--- src/common/motor_mask_pkg.sv ---
// constants, field layouts and carrier types for the motor gate mask steering block
// Function
// - Mask logic offers normal, brake and protection modes; normal splits hardware/software masking.
// - Side-select 0 puts PWM on low-side transistors, 1 on high-side transistors.
// - PWM output enable 0 keeps every PWM waveform off all six outputs.
// - Hardware masking: pair-style 0 gives complementary PWM, 1 non-complementary.
// - Software masking ignores pair-style; mask enable and mask data set outputs.
// - Mask-source bit 0 selects hardware masking, 1 selects software masking.
// - Protection: high sides 0; low sides 0 or 1 per protect-style bit.
// - Status bits 5..3 show phase A high, A low, B high gate levels; reset 0.
// - Status bits 2..0 show filtered Hall C, B, A; reset value undefined.
// - Complementary low-side PWM, low command only: high gets inverted, low true PWM.
// - Complementary high-side PWM, high command only: high gets true, low inverted PWM.
// - Opposite-side command alone drives static levels: low-side PWM 1/0, high-side 0/1.
// - Non-complementary low-side PWM, low command only: high 0, low true PWM.
// - Brake outranks every mode: high sides off, low sides on.
package motor_mask_pkg;

    // ************************************************************
    // register map
    // ************************************************************
    localparam int unsigned ADDR_W = 4;
    localparam logic [ADDR_W-1:0] OFS_CONFIG      = 4'h0;
    localparam logic [ADDR_W-1:0] OFS_STATUS      = 4'h1;
    localparam logic [ADDR_W-1:0] OFS_MASK_ENABLE = 4'h2;
    localparam logic [ADDR_W-1:0] OFS_MASK_DATA   = 4'h3;

    // ************************************************************
    // config fields
    // ************************************************************
    localparam int unsigned CFG_SIDE_BIT    = 0;
    localparam int unsigned CFG_PROTECT_BIT = 1;
    localparam int unsigned CFG_ENABLE_BIT  = 2;
    localparam int unsigned CFG_PAIR_BIT    = 3;
    localparam int unsigned CFG_SOURCE_BIT  = 7;
    localparam logic [7:0] CFG_WRITE_MASK   = 8'h8F;
    localparam logic [7:0] CFG_RESET        = 8'h00;

    // ************************************************************
    // status fields and soft mask layout
    // ************************************************************
    localparam int unsigned STS_HALL_LSB    = 0;
    localparam int unsigned STS_B_HIGH_BIT  = 3;
    localparam int unsigned STS_A_LOW_BIT   = 4;
    localparam int unsigned STS_A_HIGH_BIT  = 5;
    localparam int unsigned MASK_W          = 6;
    localparam logic [MASK_W-1:0] MASK_RESET = 6'h00;
    localparam logic [7:0] READ_ZERO        = 8'h00;

    // ************************************************************
    // carrier types
    // ************************************************************
    // high and low command of one phase
    typedef struct packed {
        logic high;
        logic low;
    } phase_cmd_t;

    // true and inverted output of one pwm channel
    typedef struct packed {
        logic true_out;
        logic inv_out;
    } pwm_pair_t;

    // high and low gate level of one phase
    typedef struct packed {
        logic high;
        logic low;
    } gate_t;

    // operating mode, gray coded
    typedef enum logic [1:0] {
        MODE_NORMAL  = 2'h0,
        MODE_PROTECT = 2'h1,
        MODE_BRAKE   = 2'h3
    } mask_mode_t;

    localparam gate_t GATE_OFF   = 2'h0;
    localparam gate_t GATE_BRAKE = 2'h1;

endpackage

--- src/core/motor_gate_mask_steering.sv ---
// gate mask steering for a three-phase bridge with its register port
module motor_gate_mask_steering #(
    parameter int unsigned PHASES = 3
) (
    // clock and reset
    input  wire logic                               clk_sys,
    input  wire logic                               rst,
    // register port
    input  wire logic [motor_mask_pkg::ADDR_W-1:0]  reg_addr,
    input  wire logic [7:0]                         reg_wdata,
    input  wire logic                               reg_wr,
    input  wire logic                               reg_rd,
    output logic      [7:0]                         reg_rdata,
    // commutation commands, index 0 = phase A
    input  wire motor_mask_pkg::phase_cmd_t [PHASES-1:0] phase_cmd,
    // pwm channels, index 0 = channel 0
    input  wire motor_mask_pkg::pwm_pair_t  [PHASES-1:0] pwm_chan,
    // mode requests from the protection logic
    input  wire logic                               brake_request,
    input  wire logic                               protect_trip,
    // filtered hall inputs, index 0 = hall A
    input  wire logic [2:0]                         hall_filtered,
    // gate outputs
    output logic                                    gate_a_high_pin,
    output logic                                    gate_a_low_pin,
    output logic                                    gate_b_high_pin,
    output logic                                    gate_b_low_pin,
    output logic                                    gate_c_high_pin,
    output logic                                    gate_c_low_pin
);

    // ************************************************************
    // register state
    // ************************************************************
    logic [7:0]                               motor_ctrl_config;
    logic [motor_mask_pkg::MASK_W-1:0]        soft_mask_enable_reg;
    logic [motor_mask_pkg::MASK_W-1:0]        soft_mask_data_reg;
    logic [7:0]                               motor_ctrl_status;
    motor_mask_pkg::gate_t [PHASES-1:0]       gate_q;
    motor_mask_pkg::gate_t [PHASES-1:0]       next_gate;
    motor_mask_pkg::mask_mode_t               mode;

    // config field views
    logic side_sel;
    logic protect_style;
    logic pwm_en;
    logic pair_style;
    logic source_sel;

    assign side_sel      = motor_ctrl_config[motor_mask_pkg::CFG_SIDE_BIT];
    assign protect_style = motor_ctrl_config[motor_mask_pkg::CFG_PROTECT_BIT];
    assign pwm_en        = motor_ctrl_config[motor_mask_pkg::CFG_ENABLE_BIT];
    assign pair_style    = motor_ctrl_config[motor_mask_pkg::CFG_PAIR_BIT];
    assign source_sel    = motor_ctrl_config[motor_mask_pkg::CFG_SOURCE_BIT];

    // ************************************************************
    // steering function
    // ************************************************************
    // hardware steering of one phase; disabled pwm is replaced by full-on
    function automatic motor_mask_pkg::gate_t steer(
        input motor_mask_pkg::phase_cmd_t cmd,
        input motor_mask_pkg::pwm_pair_t  pwm,
        input logic                       side,
        input logic                       noncomp,
        input logic                       en
    );
        motor_mask_pkg::gate_t g;
        logic p;
        logic pb;
        g  = motor_mask_pkg::GATE_OFF;
        p  = en ? pwm.true_out : 1'h1;
        pb = en ? pwm.inv_out : 1'h0;
        if (cmd.high == cmd.low) begin
            g = motor_mask_pkg::GATE_OFF;
        end else if (cmd.low) begin
            // pwm lands on the side picked by the side select
            if (side) begin
                g = '{high: 1'h0, low: 1'h1};
            end else if (noncomp) begin
                g = '{high: 1'h0, low: p};
            end else begin
                g = '{high: pb, low: p};
            end
        end else begin
            if (!side) begin
                g = '{high: 1'h1, low: 1'h0};
            end else if (noncomp) begin
                g = '{high: p, low: 1'h0};
            end else begin
                g = '{high: p, low: pb};
            end
        end
        return g;
    endfunction

    // ************************************************************
    // mode selection
    // ************************************************************
    // brake outranks protection, protection outranks normal
    always_comb begin
        if (brake_request) begin
            mode = motor_mask_pkg::MODE_BRAKE;
        end else if (protect_trip) begin
            mode = motor_mask_pkg::MODE_PROTECT;
        end else begin
            mode = motor_mask_pkg::MODE_NORMAL;
        end
    end

    // ************************************************************
    // per-phase next gate levels
    // ************************************************************
    genvar ph;
    generate
        for (ph = 0; ph < PHASES; ph++) begin : g_phase
            motor_mask_pkg::gate_t hw_gate;
            motor_mask_pkg::gate_t sw_gate;
            motor_mask_pkg::gate_t normal_gate;
            logic                  en_h;
            logic                  en_l;

            // same function on every phase and its own channel
            assign hw_gate = steer(phase_cmd[ph], pwm_chan[ph], side_sel,
                                   pair_style & ~source_sel, pwm_en);

            assign en_h = soft_mask_enable_reg[2*ph];
            assign en_l = soft_mask_enable_reg[2*ph+1];

            // masked outputs take mask data; both masked high is forced off
            always_comb begin
                sw_gate.high = en_h ? soft_mask_data_reg[2*ph] : hw_gate.high;
                sw_gate.low  = en_l ? soft_mask_data_reg[2*ph+1] : hw_gate.low;
                if (en_h && en_l && sw_gate.high && sw_gate.low) begin
                    sw_gate = motor_mask_pkg::GATE_OFF;
                end
            end

            assign normal_gate = source_sel ? sw_gate : hw_gate;

            // mode override
            always_comb begin
                case (mode)
                    motor_mask_pkg::MODE_BRAKE: begin
                        next_gate[ph] = motor_mask_pkg::GATE_BRAKE;
                    end
                    motor_mask_pkg::MODE_PROTECT: begin
                        next_gate[ph] = '{high: 1'h0, low: protect_style};
                    end
                    default: begin
                        next_gate[ph] = normal_gate;
                    end
                endcase
            end
        end
    endgenerate

    // ************************************************************
    // gate output flops
    // ************************************************************
    // registered gate levels, all off in reset
    always_ff @(posedge clk_sys) begin
        if (rst) begin
            gate_q <= '0;
        end else begin
            gate_q <= next_gate;
        end
    end

    assign gate_a_high_pin = gate_q[0].high;
    assign gate_a_low_pin  = gate_q[0].low;
    assign gate_b_high_pin = gate_q[1].high;
    assign gate_b_low_pin  = gate_q[1].low;
    assign gate_c_high_pin = gate_q[2].high;
    assign gate_c_low_pin  = gate_q[2].low;

    // ************************************************************
    // register writes
    // ************************************************************
    // config: only implemented bits store
    always_ff @(posedge clk_sys) begin
        if (rst) begin
            motor_ctrl_config <= motor_mask_pkg::CFG_RESET;
        end else if (reg_wr && reg_addr == motor_mask_pkg::OFS_CONFIG) begin
            motor_ctrl_config <= reg_wdata & motor_mask_pkg::CFG_WRITE_MASK;
        end
    end

    // soft mask enable
    always_ff @(posedge clk_sys) begin
        if (rst) begin
            soft_mask_enable_reg <= motor_mask_pkg::MASK_RESET;
        end else if (reg_wr && reg_addr == motor_mask_pkg::OFS_MASK_ENABLE) begin
            soft_mask_enable_reg <= reg_wdata[motor_mask_pkg::MASK_W-1:0];
        end
    end

    // soft mask data
    always_ff @(posedge clk_sys) begin
        if (rst) begin
            soft_mask_data_reg <= motor_mask_pkg::MASK_RESET;
        end else if (reg_wr && reg_addr == motor_mask_pkg::OFS_MASK_DATA) begin
            soft_mask_data_reg <= reg_wdata[motor_mask_pkg::MASK_W-1:0];
        end
    end

    // ************************************************************
    // status and read path
    // ************************************************************
    // status view; unused bits zero, hall bits follow the filter
    always_comb begin
        motor_ctrl_status = motor_mask_pkg::READ_ZERO;
        motor_ctrl_status[motor_mask_pkg::STS_A_HIGH_BIT] = gate_q[0].high;
        motor_ctrl_status[motor_mask_pkg::STS_A_LOW_BIT]  = gate_q[0].low;
        motor_ctrl_status[motor_mask_pkg::STS_B_HIGH_BIT] = gate_q[1].high;
        motor_ctrl_status[motor_mask_pkg::STS_HALL_LSB +: 3] = hall_filtered;
    end

    // read data stands only in the cycle after the strobe
    always_ff @(posedge clk_sys) begin
        if (rst) begin
            reg_rdata <= motor_mask_pkg::READ_ZERO;
        end else if (!reg_rd) begin
            reg_rdata <= motor_mask_pkg::READ_ZERO;
        end else if (reg_addr == motor_mask_pkg::OFS_CONFIG) begin
            reg_rdata <= motor_ctrl_config;
        end else if (reg_addr == motor_mask_pkg::OFS_STATUS) begin
            reg_rdata <= motor_ctrl_status;
        end else if (reg_addr == motor_mask_pkg::OFS_MASK_ENABLE) begin
            reg_rdata <= {2'h0, soft_mask_enable_reg};
        end else if (reg_addr == motor_mask_pkg::OFS_MASK_DATA) begin
            reg_rdata <= {2'h0, soft_mask_data_reg};
        end else begin
            reg_rdata <= motor_mask_pkg::READ_ZERO;
        end
    end

endmodule // motor_gate_mask_steering

--- config.mk ---
export PLATFORM = sky130hd
export DESIGN_NAME = motor_gate_mask_steering
export DESIGN_NICKNAME = d
export VERILOG_FILES = /design/src/common/motor_mask_pkg.sv /design/src/core/motor_gate_mask_steering.sv
export SDC_FILE = /design/constraint.sdc
export NUM_CORES = 1
export LEC_CHECK = 0
export BUFFER_PORTS_ARGS = -buffer_cell sky130_fd_sc_hd__buf_4
export CORE_MARGIN = 3
export CORE_UTILIZATION = 40
export CTS_CLUSTER_DIAMETER = 40
export CTS_CLUSTER_SIZE = 12
export DETAILED_ROUTE_END_ITERATION = 6
export PLACE_DENSITY = 0.75
export SLEW_MARGIN = 20
export SYNTH_ARGS = -nofsm -noshare
export SYNTH_HDL_FRONTEND = slang
export SYNTH_SLANG_ARGS = --single-unit
--- constraint.sdc ---
create_clock -name clk_sys -period 1.5 [get_ports clk_sys]
set_input_delay 0.225 -clock clk_sys [delete_from_list [all_inputs] [get_ports clk_sys]]
set_output_delay 0.225 -clock clk_sys [all_outputs]
set_load 0.05 [all_outputs]
### Yosys cells after proc, flatten, opt, wreduce, memory -nomap -nowiden

Cells that the tools add are included.
W data, S select, Z words.

* flip-flop bits (word level): 31
* input bits: 33
* output and inout port bits: 14
* logic and storage cells: 84

* equal/unequal tests: 8
* multiplexer cells: 45
* bitwise gates (word level): 3
* reduce and logical (&&, ||, !) cells: 16

Operator list (count)
* $mux W2: 22
* $mux W6: 3
* $mux W1: 16
* $logic_and A1 B1 Y1: 12
* $pmux W2 S2: 3
* $eq A4 B2 Y1 const B: 2
* $mux W8: 1
* $reduce_or A5 Y1: 1
* $eq A4 B1 Y1 const B: 1
* $logic_not A4 Y1: 1
* $eq A1 B1 Y1: 3
* $reduce_or A3 Y1: 1
* $eq A2 B1 Y1 const B: 1
* $eq A2 B2 Y1 const B: 1
* $not A1 Y1: 2
* $reduce_or A2 Y1: 1
* $and A1 B1 Y1: 1

### Depth between registers and ports, before layout

* depth in word-level cells: 12
* mapped depth: 5
* gate-level depth less buffers: 4

### Worst setup path after synthesis

No wires, ideal clock.

* path kind: register -> register
* from: register motor_ctrl_config[2]
* to: register gate_q (netlist bit gate_c_high_pin)
* library setup time: 116 ps
* arrival: 918 ps
* required time: 1384 ps
* slack: 467 ps
* cell stages (with the launch flop): 6
* buffers on the path: 1
* clock period less this slack: 1033 ps
* cell sequence: dfxtp_1 > buf_4 > nand2_1 > o21ai_0 > o311ai_1 > and3b_1

* cells in the longest elaborated chain, start to end: 11
* elaborated cells on any way between the ends: 15
* classes of those cells: mux (13); reduce/logical (2)

RTL lines
* start, declared: line motor_gate_mask_steering.sv:35 `logic [7:0] motor_ctrl_config;`
* start signal, assigned: line motor_gate_mask_steering.sv:182 `motor_ctrl_config <= motor_mask_pkg::CFG_RESET;`
* start signal, assigned: line motor_gate_mask_steering.sv:184 `motor_ctrl_config <= reg_wdata & motor_mask_pkg::CFG_WRITE_MASK;`
* $mux W1: line motor_gate_mask_steering.sv:72 `pb = en ? pwm.inv_out : 1'h0;`
* $mux W2: line motor_gate_mask_steering.sv:79 `end else if (noncomp) begin`
* $mux W2: line motor_gate_mask_steering.sv:77 `if (side) begin`
* $mux W2 *: line motor_gate_mask_steering.sv:75 `end else if (cmd.low) begin`
* $mux W2 *: line motor_gate_mask_steering.sv:73 `if (cmd.high == cmd.low) begin`
* $mux W1: line motor_gate_mask_steering.sv:131 `sw_gate.high = en_h ? soft_mask_data_reg[2*ph] : hw_gate.high;`
* $logic_and A1 B1 Y1 (2 in a row): line motor_gate_mask_steering.sv:133 `if (en_h && en_l && sw_gate.high && sw_gate.low) begin`
* $mux W2: line motor_gate_mask_steering.sv:133
* $mux W2 *: line motor_gate_mask_steering.sv:138 `assign normal_gate = source_sel ? sw_gate : hw_gate;`
* $pmux W2 S2 *: line motor_gate_mask_steering.sv:142 `case (mode)`
* end signal, assigned: line motor_gate_mask_steering.sv:165 `gate_q <= next_gate;`
* end, declared: line motor_gate_mask_steering.sv:39 `motor_mask_pkg::gate_t [PHASES-1:0] gate_q;`

Mark *: on every way between the ends. The rest lies on a longest branch, timed or not.
A chain may end at the register's enable or synchronous reset.

### Worst setup path in the final report

* from: register motor_ctrl_config[0]
* to: register gate_q (netlist bit gate_b_low_pin)

* cells in the longest elaborated chain, start to end: 9
* elaborated cells on any way between the ends: 11
* classes of those cells: mux (9); reduce/logical (2)

RTL lines (line)
* $mux W2, on equally long branches: motor_gate_mask_steering.sv:85, motor_gate_mask_steering.sv:77
* $mux W2 *: motor_gate_mask_steering.sv:75
* $mux W2 *: motor_gate_mask_steering.sv:73
* $mux W1: motor_gate_mask_steering.sv:131
* $logic_and A1 B1 Y1 (2 in a row): motor_gate_mask_steering.sv:133
* $mux W2: motor_gate_mask_steering.sv:133
* $mux W2 *: motor_gate_mask_steering.sv:138
* $pmux W2 S2 *: motor_gate_mask_steering.sv:142

Marked as above.

==> results by group <==
Final layout
  – Fill cell count: 354
  – Non-Filler Instances: 266
  – Commonest non-fill, non-tap cell in the layout: buf_4
  – Most frequent cells in the layout: 47 x buf_4, 30 x dfxtp_1, 24 x nor2_1
  – Reg area: 601 um2
  – Number of antenna diodes: 0
  – Area taken by multi-input logic gates: 912 um2
  – Layout cells sized above 1: 28.4%
  – Area grow syn2layout: 28.7%
  – Final net count: 252
  – Core Util, Final: 54.0%
  – Largest register FFs: 7

Floorplanning
  – Die width: 68.5 um
  – Row count: 22
  – Die ar.: 4690 um2
  – I/O pin cnt: 47
  – Die Y: 68.5 um
  – Core area: 3720 um2
  – Starting Density: 42.0%

Placed design
  – Dpl cells: 260
  – GPL Wtd Cong: 0.801
  – Dpl hpwl: 2830 um
  – Worst slack, placed: 338 ps
  – # port buffers: 44

Synth
  – Synth area leaders: dfxtp_1 38%, mux2i_1 11%, nor2_1 5.8%
  – Mapped Nets: 205
  – Synth Instances: 172
  – Yosys top cell by area: dfxtp_1
  – Synthesized area per cell: 9.07 um2
  – Seq cells post-synth: 30
  – Sequential fraction of the synthesis area: 38.5%
  – Ys Warns: 0
  – Cell variety after synth: 33
  – Synth top area share: 38.5%
  – Mapped Area: 1560 um2

Global route
  – Gr usage total: 17.8%
  – Largest net degree at the start of global routing: 21
  – Met1 Use GR: 23.2%
  – Met2 usage: 25.9%
  – Vias in the first global route: 1253
  – GRT busiest layer: met2
  – Met3 Use GR: 6.40%
  – Initial antenna violation count: 0
  – Grt ovf: 0
  – First-pass GRT wire length: 5960 um

Pwr
  – Leakage power: 0.960 nW
  – Power, Total: 1.70 mW
  – Pwr dens: 847 nW/um2
  – Max IR drop VDD: 0.000433 V

Worst setup path
  – WP data arrival: 1390 ps
  – Slowest Stage Delay on Critical Path: 450 ps
  – Worst path required time: 1700 ps
  – R2R setup slack: 310 ps
  – Critical path's slowest cell: dfxtp_1
  – CP Cell Sequence: nand2_1 -> o311a_1 -> o21ai_1
  – Crit-path max FO: 6
  – Top delay family on crit path: compound AO/OA/AOI/OAI gates
  – CP startpoint kind: flip-flop
  – R2R depth: 3
  – Nature of the critical path endpoint: flip-flop
  – R2r endpoint: gate_b_low_pin$_SDFF_PP0_
  – Buf/Inv on CP: 0
  – Reg2reg start: motor_ctrl_config[0]$_SDFFE_PP0P_
  – WS Path Type: flip-flop to flip-flop

STA
  – Max frequency: 0.842 GHz
  – Tcrit/Tclk final: 79.2%
  – Skew final: 5.59 ps
  – Slew Viols, Final: 0
  – Final Hold Viols: 0
  – Final WS setup: 312 ps
  – Post-layout min period: 1190 ps
  – Fin Setup TNS: 0 ps
  – Final setup fails: 0
  – RSZ-0062 raised after global routing: false

Run status
  – Status: finished clean

Clock network
  – CTS Buf Count: 5
  – Longest Clk Path Bufs: 2
  – Clock root buffer master: clkbuf_8
  – H-tree depth: 2
  – # hold bufs at CTS: 0
  – Clock slew at reported path FFs: 60 ps
  – Post-CTS sizing: 0
  – Clock sink total: 30
  – Post-CTS Setup Bufs: 0
  – Clock latency on the worst-skew pair: 280 ps
  – TritonCTS clock tree: built

Hold path
  – Hold Startpoint: reg_wdata[7]
  – Hold EP: motor_ctrl_config[7]$_SDFFE_PP0P_
  – Hold path depth: 3
  – Hold WC Path Type: primary input to flip-flop

Job
  – Max cap viols: 0

Routing
  – Avg WL per Cell: 14.0 um
  – Initial DRC count: 114
  – Via Count: 1424
  – Routed Antenna Nets: 0
  – Vias/cell: 5.35
  – Drt first pass iters: 4
  – DRC violations left: 0
  – Drt total wl: 3730 um
## worst reg2reg max path: cells and delay by family (launching register included)
| family | cells | cell delay (ps) |
|---|---|---|
| compound gates | 2 | 510 |
| flops | 1 | 450 |
| simple gates | 1 | 150 |
## Yosys cell counts
master     n
nand2b_1   3
nand3b_4   2
a21boi_0   3
buf_2      2
nand3_4    1
mux2i_1   17
nand4_4    1
nand3b_1   8
o21ai_1    3
or2_2      1
and3b_1    1
nand4b_4   1
nor2_8     1
xnor2_1    2
buf_4      3
a21o_1     4
nor2_2     1
nor4_1     2
conb_1     1
buf_6      1
clkbuf_1   1
nand4_1    2
nand2_1   20
nor2b_1    7
o311ai_1   1
nand3_1    2
nor2_1    24
o311a_1    3
dfxtp_1   30
nor3_2     1
a21oi_1   10
o221ai_1   6
o21ai_0    7
## stage by stage
step                      hold slack, ps  cell area [um2]
after floorplan                      369             1560
after global placement               466             1930
after detailed placement             469             1930
after CTS                            176             2010
after global routing                 182             2010
final                                176             2010
## report_power, final
group | internal (mW) | switching, mW
combinational | 0.118 | 0.137
clock | 0.352 | 0.269
sequential | 0.812 | 0.0112
total | 1.28 | 0.418
## final cells by class
class,instances,share of cell area [%]
clock buffers,6,4.11
repair buffers,47,17.6
flip-flops and latches,30,29.9
multi-input cells,135,45.4
well taps,48,2.99
## metal layers
layer | share of wire (%) | vias to the layer above
met5 | 0 | -
met4 | 1.5 | 0
met3 | 8.2 | 8
met2 | 49 | 59
met1 | 42 | 649
li1 | - | 708
## how the worst max path moves through the flow
stage,startpoint,to,slack (ps),cells after the start
after floorplan,motor_ctrl_config[2]$_SDFFE_PP0P_,gate_c_high_pin$_SDFF_PP0_,470,5
after global placement,motor_ctrl_config[3]$_SDFFE_PP0P_,gate_c_high_pin$_SDFF_PP0_,330,3
after detailed placement,reg_addr[3],soft_mask_enable_reg[5]$_SDFFE_PP0P_,340,5
after CTS,motor_ctrl_config[0]$_SDFFE_PP0P_,gate_b_low_pin$_SDFF_PP0_,330,3
after global routing,motor_ctrl_config[0]$_SDFFE_PP0P_,gate_c_high_pin$_SDFF_PP0_,230,4
final,motor_ctrl_config[0]$_SDFFE_PP0P_,gate_b_low_pin$_SDFF_PP0_,310,3
## kinds of logic after synthesis
family | share of synthesized area (%)
AOI/OAI and AO/OA | 15.6
xor gates and xnor gates | 1.12
buffers and inverters | 3.05
DFF | 38.5
muxes | 10.9
other | 0.240
and+or+nand+nor | 30.6
Power figures use the tool's default switching activity.
